**src/design/chgtc_defs.vh**
```
`ifndef CHGTC_DEFS_VH
`define CHGTC_DEFS_VH
// register addresses (9-bit internal space)
`define CHGTC_ADDR_ICHG      9'h028
`define CHGTC_ADDR_VCHG      9'h02A
`define CHGTC_ADDR_TERM      9'h1C1
`define CHGTC_ADDR_CFG0      9'h1C2
`define CHGTC_ADDR_CFG1      9'h1CB
`define CHGTC_ADDR_VCFGA     9'h1CC
`define CHGTC_ADDR_VCFGB     9'h1CD
`define CHGTC_ADDR_ICFGA     9'h1CE
`define CHGTC_ADDR_ICFGB     9'h1CF
`define CHGTC_ADDR_CFG2      9'h1E4
// reset values
`define CHGTC_CFG2_RESET     16'h1800
`define CHGTC_CFG2_FIXED     14'h1800
`define CHGTC_CFG2_CODE_RST  2'h0
// voltage register lsb is 78.125uV: 5mV = 64 lsb, 10mV = 128 lsb
`define CHGTC_CV_4V2         16'hD200
`define CHGTC_CV_3V7         16'hB900
`define CHGTC_VSTEP_SH_0     4'h6
`define CHGTC_VSTEP_SH_1     4'h7
`define CHGTC_MV20           16'h0100
`define CHGTC_MV10           16'h0080
`define CHGTC_MV100          16'h0500
`define CHGTC_MV200          16'h0A00
`define CHGTC_MV600          16'h1E00
// temperature lsb is 1/256 degC
`define CHGTC_JUNCTION_TEMP_CEILING_BASE    16'h4B00
`define CHGTC_JUNCTION_TEMP_CEILING_STEP    16'h0400
// full timer, in core_clk cycles
`define CHGTC_FULL_CYCLES    32'h0000_1000
// temperature regions
`define CHGTC_RG_ROOM        3'h0
`define CHGTC_RG_WARM        3'h1
`define CHGTC_RG_HOT1        3'h2
`define CHGTC_RG_HOT2        3'h3
`define CHGTC_RG_COOL        3'h4
`define CHGTC_RG_COLD1       3'h5
`define CHGTC_RG_COLD2       3'h6
// charge phases
`define CHGTC_PH_PREQ        2'h0
`define CHGTC_PH_CC          2'h1
`define CHGTC_PH_CV          2'h2
`define CHGTC_PH_FULL        2'h3
`endif

```
**src/design/chgtc_core.v**
```verilog
// Notes on behaviour
// - skip voltage phase between current steps when set
// - backup mode blocks discharge until pack 0.6V low
// - prequal threshold is undervolt level plus code*20mV
// - precharge current is room*(1+code)/256, rounded
// - min system level holds discharge FET off
// - codes 1..7: empty+0.2V down 100mV steps
// - FET heat limit is code times 25.5mW
// - FET temp is th2 plus gradient times factor/8
// - no thermistor or power-fail: use chip temperature
// - restrict charging above 75C plus 4C per code
// - record OCV at full, restart on drop
// - voltage target automatic unless host override set
// - current target automatic unless host override set
// - full needs OCV, both currents, timer expired
// - termination current from NV or one third
// - scale bit picks 4.2V/5mV or 3.7V/10mV
// - room voltage is centre plus signed code*step
// - warm, hot1, hot2 subtract offsets cumulatively
// - cool, cold1, cold2 subtract offsets cumulatively
// - protection threshold follows region charge voltage
// - currents scaled by step; zero offsets give flat
// - room current is (code+1) times step
`include "chgtc_defs.vh"
module chgtc_core (
    input  wire        core_clk,
    input  wire        resetn,
    input  wire        reg_wr,
    input  wire [8:0]  reg_addr,
    input  wire [15:0] reg_wdata,
    output reg  [15:0] reg_rdata,
    input  wire [15:0] nv_termination_current,
    input  wire        nv_term_backup_en,
    input  wire [15:0] full_capacity_nom,
    input  wire        host_target_override,
    input  wire        volt_scale,
    input  wire [2:0]  current_step_lsb,
    input  wire [2:0]  temp_region,
    input  wire [2:0]  charge_step,
    input  wire        source_overloaded,
    input  wire [15:0] cell_voltage,
    input  wire [15:0] pack_voltage,
    input  wire [15:0] empty_voltage,
    input  wire [15:0] undervolt_protect_level,
    input  wire [15:0] filtered_rest_voltage,
    input  wire [15:0] full_rest_threshold,
    input  wire [15:0] instant_current,
    input  wire [15:0] averaged_current,
    input  wire [15:0] chip_temperature,
    input  wire [15:0] second_thermistor_temp,
    input  wire        second_thermistor_used,
    input  wire        power_fail_pin,
    output reg  [15:0] prequal_threshold,
    output reg  [15:0] precharge_current,
    output reg  [15:0] fet_power_limit_code,
    output reg  [15:0] junction_temp_est,
    output reg         junction_temp_limit,
    output reg         discharge_fet_hold,
    output reg  [15:0] overvolt_base,
    output reg         volt_phase_insert,
    output reg         charge_full,
    output reg  [15:0] rest_voltage_at_full
);
    reg  [15:0] target_charge_current;
    reg  [15:0] target_charge_voltage;
    reg  [15:0] termination_current;
    reg  [15:0] cfg_prequal;
    reg  [15:0] cfg_thermal;
    reg  [15:0] vcfg_a;
    reg  [15:0] vcfg_b;
    reg  [15:0] icfg_a;
    reg  [15:0] icfg_b;
    reg  [1:0]  restart_drop_code;
    reg  [31:0] full_qualify_timer;
    reg  [2:0]  last_region;
    reg  [2:0]  last_step;
    reg         recalc_pending;

    wire        volt_phase_skip         = cfg_prequal[15];
    wire        standby_cell_mode       = cfg_prequal[14];
    wire [3:0]  prequal_threshold_code  = cfg_prequal[12:9];
    wire [2:0]  min_system_level        = cfg_prequal[8:6];
    wire [5:0]  precharge_level_code    = cfg_prequal[5:0];
    wire [6:0]  fet_power_limit         = cfg_thermal[15:9];
    wire [3:0]  junction_temp_ceiling   = cfg_thermal[8:5];
    wire [4:0]  junction_gradient_factor = cfg_thermal[4:0];
    wire [7:0]  nominal_region_volt_code = vcfg_a[11:4];
    wire [7:0]  nominal_region_current_code = icfg_a[11:4];

    // region voltage/current codes, offsets applied cumulatively
    reg  signed [11:0] vcode;
    reg  signed [11:0] icode;
    reg  signed [19:0] vsum;
    reg  signed [19:0] isum;
    reg  [15:0] next_vtarget;
    reg  [15:0] next_itarget;
    always @* begin
        vcode = {{4{nominal_region_volt_code[7]}}, nominal_region_volt_code};
        icode = {4'h0, nominal_region_current_code} + 12'sd1;
        case (temp_region)
            `CHGTC_RG_WARM: begin
                vcode = vcode - $signed({8'h0, vcfg_a[15:12]});
                icode = icode - $signed({8'h0, icfg_a[15:12]});
            end
            `CHGTC_RG_HOT1: begin
                vcode = vcode - $signed({8'h0, vcfg_a[15:12]}) - $signed({8'h0, vcfg_b[11:8]});
                icode = icode - $signed({8'h0, icfg_a[15:12]}) - $signed({8'h0, icfg_b[11:8]});
            end
            `CHGTC_RG_HOT2: begin
                vcode = vcode - $signed({8'h0, vcfg_a[15:12]}) - $signed({8'h0, vcfg_b[11:8]})
                        - $signed({8'h0, vcfg_b[15:12]});
                icode = icode - $signed({8'h0, icfg_a[15:12]}) - $signed({8'h0, icfg_b[11:8]})
                        - $signed({8'h0, icfg_b[15:12]});
            end
            `CHGTC_RG_COOL: begin
                vcode = vcode - $signed({8'h0, vcfg_a[3:0]});
                icode = icode - $signed({8'h0, icfg_a[3:0]});
            end
            `CHGTC_RG_COLD1: begin
                vcode = vcode - $signed({8'h0, vcfg_a[3:0]}) - $signed({8'h0, vcfg_b[7:4]});
                icode = icode - $signed({8'h0, icfg_a[3:0]}) - $signed({8'h0, icfg_b[7:4]});
            end
            `CHGTC_RG_COLD2: begin
                vcode = vcode - $signed({8'h0, vcfg_a[3:0]}) - $signed({8'h0, vcfg_b[7:4]})
                        - $signed({8'h0, vcfg_b[3:0]});
                icode = icode - $signed({8'h0, icfg_a[3:0]}) - $signed({8'h0, icfg_b[7:4]})
                        - $signed({8'h0, icfg_b[3:0]});
            end
            default: begin
                vcode = vcode;
                icode = icode;
            end
        endcase
        // a negative current code clamps to zero rather than wrapping
        if (icode < 12'sd0)
            icode = 12'sd0;
        vsum = (volt_scale ? $signed({4'h0, `CHGTC_CV_3V7}) : $signed({4'h0, `CHGTC_CV_4V2}))
               + ($signed({{8{vcode[11]}}, vcode}) <<< (volt_scale ? `CHGTC_VSTEP_SH_1
               : `CHGTC_VSTEP_SH_0));
        next_vtarget = vsum[15:0];
        isum = $signed({8'h0, icode[11:0]}) * $signed({17'h0, current_step_lsb});
        next_itarget = isum[15:0];
    end

    // precharge: room*(1+code)/256, rounded to the current step
    reg  [23:0] pre_raw;
    reg  [15:0] pre_units;
    reg  [15:0] room_cur;
    always @* begin
        room_cur  = {8'h00, nominal_region_current_code} + 16'h0001;
        pre_raw   = room_cur * ({10'h000, precharge_level_code} + 16'h0001);
        pre_units = pre_raw[23:8] + {15'h0000, pre_raw[7]};
        if (pre_units == 16'h0000)
            pre_units = 16'h0001;
    end

    // junction estimate: th2 + (th2-die)*factor/8
    reg  signed [22:0] grad;
    reg  signed [16:0] tdiff;
    reg  [15:0] next_jtemp;
    always @* begin
        tdiff = $signed({second_thermistor_temp[15], second_thermistor_temp})
                - $signed({chip_temperature[15], chip_temperature});
        grad  = ($signed({{6{tdiff[16]}}, tdiff}) * $signed({18'h0, junction_gradient_factor})) >>> 3;
        if (power_fail_pin || !second_thermistor_used)
            next_jtemp = chip_temperature;
        else
            next_jtemp = second_thermistor_temp + grad[15:0];
    end

    reg  [15:0] min_sys_volt;
    always @* begin
        case (min_system_level)
            3'h1: min_sys_volt = empty_voltage + `CHGTC_MV200;
            3'h2: min_sys_volt = empty_voltage + `CHGTC_MV100;
            3'h3: min_sys_volt = empty_voltage;
            3'h4: min_sys_volt = empty_voltage - `CHGTC_MV100;
            3'h5: min_sys_volt = empty_voltage - `CHGTC_MV200;
            3'h6: min_sys_volt = empty_voltage - `CHGTC_MV200 - `CHGTC_MV100;
            3'h7: min_sys_volt = empty_voltage - `CHGTC_MV200 - `CHGTC_MV200;
            default: min_sys_volt = 16'h0000;
        endcase
    end

    wire current_low = $signed(instant_current) < $signed(termination_current)
                       && $signed(averaged_current) < $signed(termination_current);
    wire ocv_high    = filtered_rest_voltage > full_rest_threshold;
    wire timer_done  = full_qualify_timer >= `CHGTC_FULL_CYCLES;
    wire [15:0] restart_level = rest_voltage_at_full
                                - ({14'h0000, restart_drop_code} + 16'h0001) * `CHGTC_MV10;
    wire [17:0] third_cap = {2'b00, full_capacity_nom} * 18'h00001;
    wire region_change = (temp_region != last_region) || (charge_step != last_step);
    wire host_write_v  = reg_wr && reg_addr == `CHGTC_ADDR_VCHG && host_target_override;
    wire host_write_i  = reg_wr && reg_addr == `CHGTC_ADDR_ICHG && host_target_override;

    always @(posedge core_clk or negedge resetn) begin
        if (!resetn) begin
            target_charge_current <= 16'h0000;
            target_charge_voltage <= 16'h0000;
            termination_current   <= 16'h0000;
            cfg_prequal           <= 16'h0000;
            cfg_thermal           <= 16'h0000;
            vcfg_a                <= 16'h0000;
            vcfg_b                <= 16'h0000;
            icfg_a                <= 16'h0000;
            icfg_b                <= 16'h0000;
            restart_drop_code     <= `CHGTC_CFG2_CODE_RST;
            full_qualify_timer    <= 32'h0000_0000;
            last_region           <= 3'h0;
            last_step             <= 3'h0;
            recalc_pending        <= 1'b1;
            charge_full           <= 1'b0;
            rest_voltage_at_full  <= 16'h0000;
        end else begin
            // reload after reset: NV copy or a third of nominal capacity
            if (recalc_pending) begin
                termination_current <= nv_term_backup_en ? nv_termination_current
                                       : third_cap[15:0] / 16'h0003;
            end
            last_region    <= temp_region;
            last_step      <= charge_step;
            recalc_pending <= 1'b0;
            if (reg_wr) begin
                case (reg_addr)
                    `CHGTC_ADDR_TERM:  termination_current <= reg_wdata;
                    `CHGTC_ADDR_CFG0:  cfg_prequal <= {reg_wdata[15:14], 1'b0, reg_wdata[12:0]};
                    `CHGTC_ADDR_CFG1:  cfg_thermal <= reg_wdata;
                    `CHGTC_ADDR_VCFGA: vcfg_a <= reg_wdata;
                    `CHGTC_ADDR_VCFGB: vcfg_b <= reg_wdata;
                    `CHGTC_ADDR_ICFGA: icfg_a <= reg_wdata;
                    `CHGTC_ADDR_ICFGB: icfg_b <= reg_wdata;
                    `CHGTC_ADDR_CFG2:  restart_drop_code <= reg_wdata[15:14];
                    default: ;
                endcase
            end
            // host owns the targets while override is set; otherwise recompute
            if (host_write_v)
                target_charge_voltage <= reg_wdata;
            else if (!host_target_override)
                target_charge_voltage <= next_vtarget;
            if (host_write_i)
                target_charge_current <= reg_wdata;
            else if (!host_target_override)
                target_charge_current <= next_itarget;
            // full qualification timer runs while the other conditions hold
            if (ocv_high && current_low && !charge_full) begin
                if (!timer_done)
                    full_qualify_timer <= full_qualify_timer + 32'h0000_0001;
            end else begin
                full_qualify_timer <= 32'h0000_0000;
            end
            if (!charge_full && ocv_high && current_low && timer_done) begin
                charge_full          <= 1'b1;
                rest_voltage_at_full <= filtered_rest_voltage;
            end else if (charge_full && filtered_rest_voltage < restart_level) begin
                charge_full <= 1'b0;
            end
        end
    end

    always @(posedge core_clk or negedge resetn) begin
        if (!resetn) begin
            prequal_threshold    <= 16'h0000;
            precharge_current    <= 16'h0000;
            fet_power_limit_code <= 16'h0000;
            junction_temp_est    <= 16'h0000;
            junction_temp_limit  <= 1'b0;
            discharge_fet_hold   <= 1'b0;
            overvolt_base        <= 16'h0000;
            volt_phase_insert    <= 1'b1;
        end else begin
            prequal_threshold    <= undervolt_protect_level
                                    + {12'h000, prequal_threshold_code} * `CHGTC_MV20;
            precharge_current    <= pre_units * {13'h0000, current_step_lsb};
            fet_power_limit_code <= {9'h000, fet_power_limit};
            junction_temp_est    <= next_jtemp;
            // ceilings above 127C do not fit the signed format, so compare one bit wider
            junction_temp_limit  <= $signed({next_jtemp[15], next_jtemp}) >= $signed({1'b0, `CHGTC_JUNCTION_TEMP_CEILING_BASE
                                    + {12'h000, junction_temp_ceiling} * `CHGTC_JUNCTION_TEMP_CEILING_STEP});
            // discharge blocked in backup mode or while system is held up
            discharge_fet_hold   <= (standby_cell_mode
                                     && {1'b0, pack_voltage} + {1'b0, `CHGTC_MV600} > {1'b0, cell_voltage})
                                    || (source_overloaded && min_system_level != 3'h0
                                        && cell_voltage < min_sys_volt);
            overvolt_base        <= next_vtarget;
            volt_phase_insert    <= !volt_phase_skip;
        end
    end

    always @* begin
        case (reg_addr)
            `CHGTC_ADDR_ICHG:  reg_rdata = target_charge_current;
            `CHGTC_ADDR_VCHG:  reg_rdata = target_charge_voltage;
            `CHGTC_ADDR_TERM:  reg_rdata = termination_current;
            `CHGTC_ADDR_CFG0:  reg_rdata = cfg_prequal;
            `CHGTC_ADDR_CFG1:  reg_rdata = cfg_thermal;
            `CHGTC_ADDR_VCFGA: reg_rdata = vcfg_a;
            `CHGTC_ADDR_VCFGB: reg_rdata = vcfg_b;
            `CHGTC_ADDR_ICFGA: reg_rdata = icfg_a;
            `CHGTC_ADDR_ICFGB: reg_rdata = icfg_b;
            `CHGTC_ADDR_CFG2:  reg_rdata = {restart_drop_code, `CHGTC_CFG2_FIXED};
            default:           reg_rdata = 16'h0000;
        endcase
    end
endmodule

```
**config.mk**
```make
export PLATFORM = sky130hd
export DESIGN_NAME = chgtc_core
export DESIGN_NICKNAME = d
export VERILOG_FILES = /design/src/design/chgtc_core.v
export VERILOG_INCLUDE_DIRS = /design/src /design/src/design
export SDC_FILE = /design/constraint.sdc
export NUM_CORES = 1
export LEC_CHECK = 0
export ABC_AREA = 0
export BUFFER_PORTS_ARGS = -buffer_cell sky130_fd_sc_hd__buf_2
export CAP_MARGIN = 25
export CORE_ASPECT_RATIO = 1.2
export CORE_MARGIN = 4
export CORE_UTILIZATION = 40
export CTS_CLUSTER_DIAMETER = 80
export DETAILED_ROUTE_END_ITERATION = 12
export PLACE_DENSITY = 0.69
export RECOVER_POWER = 25
export SYNTH_ARGS = -nofsm -noshare
export SYNTH_HDL_FRONTEND = slang
export SYNTH_SLANG_ARGS = --single-unit
export TNS_END_PERCENT = 10
```
**constraint.sdc**
```tcl
create_clock -name core_clk -period 9.4 [get_ports core_clk]
set_input_delay 1.88 -clock core_clk [delete_from_list [all_inputs] [get_ports core_clk]]
set_output_delay 1.88 -clock core_clk [all_outputs]
set_load 0.02 [all_outputs]
```
# Word-level counts from Yosys, hierarchy flattened
# Index checks and enable logic that the tools add are counted.
[word_totals]
in_bits = 235
word_cells = 144
reg_bits = 269
[classes]
multipliers = 4
div_mod_pow = 1
reduce_logical = 29
addsub = 31
magnitude_cmp = 9
muxes = 21
n_shift = 1
n_eq_ne = 26
[op_table]
columns = ["cell", "count"]
rows = [
  ["$pmux 16 s10", 1],
  ["$mux 16", 9],
  ["$pmux 12 s6", 2],
  ["$pmux 16 s7", 1],
  ["$eq 9x9->1 const B", 8],
  ["$lt 16x16->1", 4],
  ["$mux 32", 2],
  ["$sub 10x5->11", 4],
  ["$add 16x16->16", 2],
  ["$add 32x1->32 const B", 1],
  ["$ge 32x13->1 const B", 1],
  ["$sub 16x11->16 const B", 2],
  ["$sub 16x12->16 const B", 2],
  ["$sub 11x5->12", 2],
  ["$eq 3x3->1 const B", 7],
  ["$sub 9x4->10", 2],
  ["$sub 9x5->10", 2],
  ["$mul 17x6->19", 1],
  ["$add 8x1->9 const B", 2],
  ["$eq 9x6->1 const B", 2],
  ["$sub 8x5->9", 2],
  ["$add 16x13->17 const B", 1],
  ["$ge 16x17->1", 1],
  ["$gt 17x16->1", 1],
  ["other kinds (31)", 60],
]

# Depth between registers and ports, before layout
# Gate-level depths: netlist (run 1).
[depth]
word_depth = 10
ltp_mapped = 42
depth_no_buf = 42

# Worst setup path after synthesis (run 1)
# Ideal clock, no wire load.
[synth_timing]
path_type = "input-to-reg"
start = "in second_thermistor_temp[0]"
end = "reg junction_temp_limit"
setup_slack_ns = -0.192
arrival_ns = 9.514
stages = 40
path_buffers = 0
required_ns = 9.322
setup_ns = 0.078
cell_sequence = "inv_1 > ha_1 > inv_1 > fa_1 > a21o_1 > a21oi_1 > o21bai_1 > a2111oi_0 > nor2_1 > xnor2_1 > nand2_1 > fa_1 > inv_1 > fa_1 > fa_1 > ha_1 > o21ai_0 > a21boi_0 > (+4 left out) > o21ai_0 > nand2b_1 > xor2_1 > ha_1 > nand4_1 > o211ai_1 > nand3_1 > nand2_1 > xnor3_1 > xnor3_1 > o21ai_1 > inv_1 > ha_1 > nor3_1 > nor4b_1 > nor4b_1 > nand2_1 > a21oi_1"
[synth_between]
elab_chain_cells = 5
[synth_lines]
columns = ["item", "line_no", "text"]
rows = [
  ["start, declared", "chgtc_core.v:50", "input wire [15:0] second_thermistor_temp,"],
  ["$sub 16x16->17", "chgtc_core.v:163", "- $signed({chip_temperature[15], chip_temperature});"],
  ["$mul 17x6->19", "chgtc_core.v:164", "grad = ($signed({{6{tdiff[16]}}, tdiff}) * $signed({18'h0, junction_gradient_factor})) >>> 3;"],
  ["$add 16x16->16 (*)", "chgtc_core.v:168", "next_jtemp = second_thermistor_temp + grad[15:0];"],
  ["$mux 16 (*)", "chgtc_core.v:165", "if (power_fail_pin || !second_thermistor_used)"],
  ["named net next_jtemp[15]", "chgtc_core.v:160", "reg [15:0] next_jtemp;"],
  ["$ge 16x17->1 (*)", "chgtc_core.v:278", "junction_temp_limit <= $signed({next_jtemp[15], next_jtemp}) >= $signed({1'b0, `CHGTC_JUNCTION_TEMP_CEILING_BA ..."],
  ["end signal, assigned", "chgtc_core.v:278", ""],
  ["end, declared", "chgtc_core.v:57", "output reg junction_temp_limit,"],
]
# Mark *: on every way through the listed nets, which the timed path passes. The rest lies on a longest branch.
# A chain may end at the register's enable or synchronous reset.

# Final worst setup path (run 1)
# Ends and elaborated chain as after synthesis.

==> results of run 1 <==
==> per-layer routing <==
metal / vias up / track usage [%] / wire [um]
li1: 12400 / - / -
met1: 12600 / 28.0 / 34800
met2: 999 / 40.6 / 43900
met3: 198 / 4.05 / 6960
met4: 8 / 10.5 / 4360
met5: - / 0 / 54
==> synth_stat cells, types with 8 or more instances <==
| cell type | instances |
|---|---|
| a211oi_1 | 21 |
| a21boi_0 | 15 |
| a21o_1 | 73 |
| a21oi_1 | 168 |
| a221oi_1 | 9 |
| a222oi_1 | 31 |
| a22oi_1 | 33 |
| a31oi_1 | 34 |
| and2_1 | 85 |
| and3_1 | 13 |
| buf_1 | 11 |
| buf_2 | 10 |
| buf_4 | 22 |
| clkbuf_1 | 126 |
| dfrtp_1 | 257 |
| fa_1 | 111 |
| ha_1 | 293 |
| inv_1 | 327 |
| mux2_2 | 126 |
| mux2i_1 | 34 |
| nand2_1 | 344 |
| nand2b_1 | 42 |
| nand3_1 | 70 |
| nand3b_1 | 9 |
| nand4_1 | 26 |
| nor2_1 | 184 |
| nor2b_1 | 64 |
| nor3_1 | 65 |
| nor3b_1 | 13 |
| nor4_1 | 20 |
| o211ai_1 | 23 |
| o21a_1 | 28 |
| o21ai_0 | 158 |
| o21bai_1 | 20 |
| o221ai_1 | 11 |
| o22ai_1 | 22 |
| o31a_1 | 8 |
| o31ai_1 | 13 |
| or3_1 | 23 |
| xnor2_1 | 130 |
| xnor3_1 | 8 |
| xor2_1 | 70 |
==> layout make-up <==
cell class | instances | area share, %
Inverter | 332 | 3.75
Clock buffer | 40 | 2.72
Sequential cell | 259 | 19.5
Antenna cell | 5 | 0.0376
Timing Repair Buffer | 486 | 8.56
Clock inverter | 20 | 0.824
Tap cell | 918 | 3.45
Multi-Input combinational cell | 2580 | 61.2
==> how the worst max path moves through the flow <==
stage / slack, ns / to / cells past startpoint
after floorplan: 0.02 / junction_temp_limit / 40
after global placement: -1.03 / junction_temp_limit / 43
after detailed placement: -1.18 / junction_temp_limit / 43
after CTS: 0.05 / junction_temp_limit / 44
after global routing: -0.17 / junction_temp_limit / 43
final: 0.27 / junction_temp_limit / 42
==> per-stage QoR <==
step                utilization (%)  power, mW  hold slack [ns]  setup TNS [ns]  setup WS [ns]
global route                   47.5       4.36            0.432          -0.213         -0.170
global placement               45.3       2.70            0.380           -1.03          -1.03
floorplan                         -       2.25            0.369               0         0.0202
CTS                            47.0       4.13            0.416               0         0.0537
detailed placement             45.3       2.72            0.405           -1.18          -1.18
finish                         47.5       4.12            0.413               0          0.269
==> worst max-delay path, delay by kind of cell <==
kind                     cells  cell delay (ns)
AND/OR/NAND/NOR             11             1.30
AO/OA/AOI/OAI               11             1.92
adder cells (fa/ha/maj)      8             2.92
buffers and inverters        9             0.94
XOR/XNOR                     3             0.67
==> flip-flops by register name (all words and copies together), names as in the netlist, 10 cells and up <==
| signal | flops |
|---|---|
| overvolt_base | 10 |
| target_charge_voltage | 16 |
| full_qualify_timer | 32 |
| target_charge_current | 16 |
| cfg_prequal | 15 |
| vcfg_b | 16 |
| prequal_threshold | 16 |
| icfg_b | 16 |
| precharge_current | 12 |
| vcfg_a | 16 |
| rest_voltage_at_full | 16 |
| cfg_thermal | 16 |
| junction_temp_est | 16 |
| icfg_a | 16 |
| termination_current | 16 |
==> cell usage in the layout, fill, tap and decap left out, types with 126 or more instances in the layout <==
cell type	n
buf_4	156
buf_2	325
o21ai_0	148
nor2_1	179
xnor2_1	128
mux2_2	126
nand2_1	343
a21oi_1	159
inv_1	321
dfrtp_1	256
ha_1	285
==> power groups by stage <==
stage | clock [mW] | sequential, mW | combinational, mW
3_5_place_dp | 0 | 1.27 | 1.45
3_3_place_gp | 0 | 1.27 | 1.43
6_report | 1.38 | 1.25 | 1.49
2_1_floorplan | 0 | 1.26 | 0.987
5_1_grt | 1.46 | 1.26 | 1.65
4_1_cts | 1.41 | 1.25 | 1.47
==> repair_timing <==
action                                  4_1_cts  5_1_grt
gates cloned                                  0        0
pin swaps                                    15       59
buffers inserted                              2        6
endpoints found under the setup margin        1        5
resized for setup                            18       57
==> kinds of logic (layout without fill, tap and decap cells) <==
kind of cell | Yosys count | count (layout) | share of synthesized area (%)
compound gates | 774 | 774 | 18.5
xor+xnor | 211 | 211 | 6.98
fa+ha+maj | 409 | 409 | 20.9
buf+inv | 505 | 878 | 7.05
flops | 259 | 259 | 22.8
mux | 161 | 161 | 6.28
other cells | 1 | 25 | 0.0132
simple gates | 1005 | 1005 | 17.5
==> impl_metrics.env, run 1 <==
export IMPL_drt_first_pass_iters=9
export IMPL_ff2ff_setup_slack_ns=0.67
export IMPL_hold_viol=0
export IMPL_dieArea_sq_um=75300
export IMPL_hold_end="fet_power_limit_code[5]"
export IMPL_hp_class="reg -> reg"
export IMPL_grt_max_degree=139
export IMPL_die_w_um=251
export IMPL_ys_async_sr_fraction_pct=100
export IMPL_cts_root_buf="clkbuf_16"
export IMPL_drv_slew=123
export IMPL_switching_share_pct=36.7
export IMPL_synth_seq_cells=259
export IMPL_path_max_fanout=4
export IMPL_cts_made_buffers=34
export IMPL_grt_pass1_vias=26100
export IMPL_detail_route_wl_per_cell_um=19.4
export IMPL_ys_seq_area_share_pct=22.8
export IMPL_timing_fmax_mhz=110
export IMPL_crit_path_start_kind="primary input"
export IMPL_synthFlopType="dfrtp_1"
export IMPL_viasPerCell=5.65
export IMPL_min_delay_start="cfg_thermal[14]"
export IMPL_critPathSlowestCell="fa_1"
export IMPL_p_comb_share_pct=36.1
export IMPL_synth_top_area_share_pct=22.7
export IMPL_fin_worst_skew_ns=0.0259
export IMPL_rsz0062_at_grt="yes"
export IMPL_clockPowerShare_pct=33.5
export IMPL_clockBufferDepth=3
export IMPL_grt_overflow=0
export IMPL_synth_edf_count=0
export IMPL_cts_hold_buf=0
export IMPL_grt_pass1_wl_um=142000
export IMPL_slowest_delay_ns=0.57
export IMPL_io_buffers=328
export IMPL_fp_dieH_um=300
export IMPL_layout_drive_gt1_share_pct=20.8
export IMPL_fin_cells=4640
export IMPL_setup_viol=0
export IMPL_dp_hpwl_um=70500
export IMPL_r2r_cells=40
export IMPL_cts_max_level=2
export IMPL_syn_area_per_cell_sq_um=8.54
export IMPL_cts_sinks=259
export IMPL_violations="max-capacitance violations, max-slew violations"
export IMPL_regArea_sq_um=6480
export IMPL_drt_iter0_drc=2072
export IMPL_insertion_delay_ns=0.57
export IMPL_syn_area_sq_um=28400
export IMPL_initial_utilization_pct=40.5
export IMPL_internal_power_mw=2.61
export IMPL_hold_depth=0
export IMPL_synth_largest_area_cell="dfrtp_1"
export IMPL_final_cell_area_sq_um=33300
export IMPL_status="finished with violations"
export IMPL_end_kind="flop"
export IMPL_worst_slew_pin_slew_ns=6.89
export IMPL_timing_rr_start="icfg_a[5]"
export IMPL_power_leakage_nw=16.6
export IMPL_max_slew_margin_pct=-359
export IMPL_gp_congestion=0.936
export IMPL_fin_nets=4332
export IMPL_vias=26200
export IMPL_fin_crit_ns=9.13
export IMPL_powerDensity_nw_per_um2=124
export IMPL_netSwitchingPower_mw=1.51
export IMPL_place_inst=4567
export IMPL_fillers=6688
export IMPL_area_growth_pct=17.2
export IMPL_drcViolationCount=0
export IMPL_ir_drop_uv=113
export IMPL_synth_area_leaders="dfrtp_1 23%, ha_1 13%, fa_1 7.8%"
export IMPL_std_cell_rows=106
export IMPL_r2r_end="precharge_current[10]"
export IMPL_power_share_sequential_pct=30.4
export IMPL_crit_arrival_ns=9.63
export IMPL_critPathRequiredTime_ns=9.90
export IMPL_grt_usage_pct=23.2
export IMPL_antenna_found_initial=8
export IMPL_finalCritPeriodShare_pct=97.1
export IMPL_wl_um=90100
export IMPL_design_core_area_sq_um=70000
export IMPL_multi_input_area_sq_um=20300
export IMPL_netlist_cell_type_count=105
export IMPL_cts_tree="built"
export IMPL_cpMostUsedCell="buf_4"
export IMPL_ant_nets=0
export IMPL_syn_inst=3325
export IMPL_startpoint="second_thermistor_temp[0]"
export IMPL_drv_cap=1
export IMPL_path_clk_slew_ns=0.07
export IMPL_dpl_cell_area_sq_um=31700
export IMPL_crit_type="in -> reg"
export IMPL_synth_warnings=0
export IMPL_ioPinCount=351
Note: power is estimated with default switching activity, not from simulation.
==> inputs of run 2 (changes only) <==
--- a/config.mk
+++ b/config.mk
@@ -16,6 +16,8 @@
 export DETAILED_ROUTE_END_ITERATION = 12
 export PLACE_DENSITY = 0.69
 export RECOVER_POWER = 25
+export REMOVE_ABC_BUFFERS = 1
+export SKIP_CTS_REPAIR_TIMING = 1
 export SYNTH_ARGS = -nofsm -noshare
 export SYNTH_HDL_FRONTEND = slang
 export SYNTH_SLANG_ARGS = --single-unit
==> run 2 against run 1 <==
The run still ends with max-capacitance violations, max-slew violations left. Count of clock-buffer cells in the layout fell by 1. Global-route usage down 0.36 points. Clock skew is 0.046 ns higher. Clock power fell by 14%. Critical endpoint unchanged. Largest cell class unchanged. Largest power group unchanged. Highest routed layer unchanged.
==> impl_metrics.env, run 2 (synthesis gave the netlist of run 1 again) <==
export IMPL_status="finished with violations"
export IMPL_violations="max-capacitance violations, max-slew violations"
export IMPL_timing_fmax_mhz=111
export IMPL_fin_worst_skew_ns=0.0717
export IMPL_max_slew_margin_pct=-254
export IMPL_design_core_area_sq_um=70000
export IMPL_critPathRequiredTime_ns=9.96
export IMPL_insertion_delay_ns=0.63
export IMPL_end_kind="flop"
export IMPL_crit_arrival_ns=9.55
export IMPL_pre_cts_slack_ns=-1.37
export IMPL_drcViolationCount=0
export IMPL_cpMostUsedCell="a21oi_2"
export IMPL_largest_reg_flops=32
export IMPL_power_leakage_nw=16.6
export IMPL_ir_drop_uv=160
export IMPL_drt_iter0_drc=2115
export IMPL_grt_overflow=0
export IMPL_area_growth_pct=17.0
export IMPL_io_buffers=328
export IMPL_powerDensity_nw_per_um2=118
export IMPL_hold_slack_ns=0.408
export IMPL_hp_class="reg -> reg"
export IMPL_cts_max_level=1
export IMPL_hold_viol=0
export IMPL_path_clk_slew_ns=0.07
export IMPL_rsz0062_at_grt="yes"
export IMPL_drv_cap=1
export IMPL_clockBufferDepth=3
export IMPL_cts_sinks=259
export IMPL_slowest_delay_ns=0.56
export IMPL_crit_type="in -> reg"
export IMPL_gp_congestion=0.919
export IMPL_ant_nets=0
export IMPL_dp_hpwl_um=70000
export IMPL_fillers=6832
export IMPL_critPathBufInv=9
export IMPL_dieArea_sq_um=75300
export IMPL_regArea_sq_um=6490
export IMPL_layout_drive_gt1_share_pct=21.1
export IMPL_fin_crit_ns=8.99
export IMPL_setup_slack_ns=0.412
export IMPL_vias=26200
export IMPL_final_cell_area_sq_um=33200
export IMPL_ioPinCount=351
export IMPL_dpl_cell_area_sq_um=31700
export IMPL_multi_input_area_sq_um=20400
export IMPL_grt_usage_pct=22.9
export IMPL_detail_route_wl_per_cell_um=19.3
export IMPL_grt_pass1_vias=25500
export IMPL_fin_nets=4340
export IMPL_worst_slew_pin_slew_ns=5.30
export IMPL_die_w_um=251
export IMPL_drt_first_pass_iters=6
export IMPL_finalCritPeriodShare_pct=95.6
export IMPL_cts_made_buffers=30
export IMPL_grt_max_degree=171
export IMPL_crit_path_start_kind="primary input"
export IMPL_cp_top_family="adder cells"
export IMPL_setup_viol=0
export IMPL_antenna_found_initial=8
export IMPL_grt_pass1_wl_um=140000
export IMPL_fp_dieH_um=300
export IMPL_regMostFlops="full_qualify_timer"
export IMPL_path_max_fanout=3
export IMPL_std_cell_rows=106
export IMPL_final_cell_mix="344 x nand2_1, 326 x buf_2, 324 x inv_1"
export IMPL_layout_commonest_cell="nand2_1"
export IMPL_cts_tree="built"
export IMPL_drv_slew=91
export IMPL_cts_root_buf="clkbuf_16"
export IMPL_viasPerCell=5.65
export IMPL_initial_utilization_pct=40.5
export IMPL_wl_um=89700
export IMPL_critPathSlowestCell="fa_1"
==> run 2: cell count changes in the layout (fill, tap and decap cells not counted), moves of 4 or more <==
cell       previous run  this run
ha_2                  0         5
clkbuf_16            34        30
nor2_1              179       183
buf_4               156       165
nor2_2                6         2
xnor2_1             128       123
dfrtp_1             256       251
xnor2_2               4         8
inv_6                 7         2
dfrtp_2               1         6
==> run 2: metal layers <==
| layer | part of all wire, % | global-route usage [%] | wire (um) |
|---|---|---|---|
| met5 | 0.026 | 0 | 23 |
| met4 | 3.6 | 7.58 | 3220 |
| met3 | 6.4 | 3.34 | 5780 |
| met2 | 48 | 38.9 | 43100 |
| met1 | 42 | 30.0 | 37500 |
==> run 2: area by class of cell <==
cell class / count / share of cell area, %
inverters: 332 / 3.75
clock inverters: 15 / 0.445
clock buffers: 39 / 2.51
well taps: 918 / 3.46
multi-input cells: 2580 / 61.4
diodes: 7 / 0.0527
repair buffers: 498 / 8.86
flip-flops and latches: 259 / 19.5
==> run 2: worst paths after layout <==
kind	from	end	slack (ns)	depth (start not counted)
min in group asynchronous	resetn	rest_voltage_at_full[0]	3.17	1
worst max register to register	cfg_prequal[0]	precharge_current[10]	0.50	40
worst min-delay path	cfg_prequal[15]	volt_phase_insert	0.41	1
worst min register to register	cfg_prequal[15]	volt_phase_insert	0.41	1
max in group asynchronous	resetn	termination_current[2]	3.16	1
worst max-delay path	second_thermistor_temp[0]	junction_temp_limit	0.41	43
==> run 2: power breakdown <==
group          switching, mW  internal, mW  leakage, nW
logic                  0.865         0.630         12.8
clock network          0.547         0.640        0.475
registers             0.0615          1.19         3.36
==> run 2: per-stage QoR <==
step / instances / total power [mW] / TNS [ns] / utilization (%)
after floorplan: 3171 / 2.20 / -0.201 / -
after global placement: 4566 / 2.69 / -1.11 / 45.2
after detailed placement: 4566 / 2.71 / -1.48 / 45.2
after CTS: 4620 / 3.91 / -0.767 / 46.6
after global routing: 4647 / 4.16 / -0.121 / 47.4
final: 4648 / 3.93 / 0 / 47.4
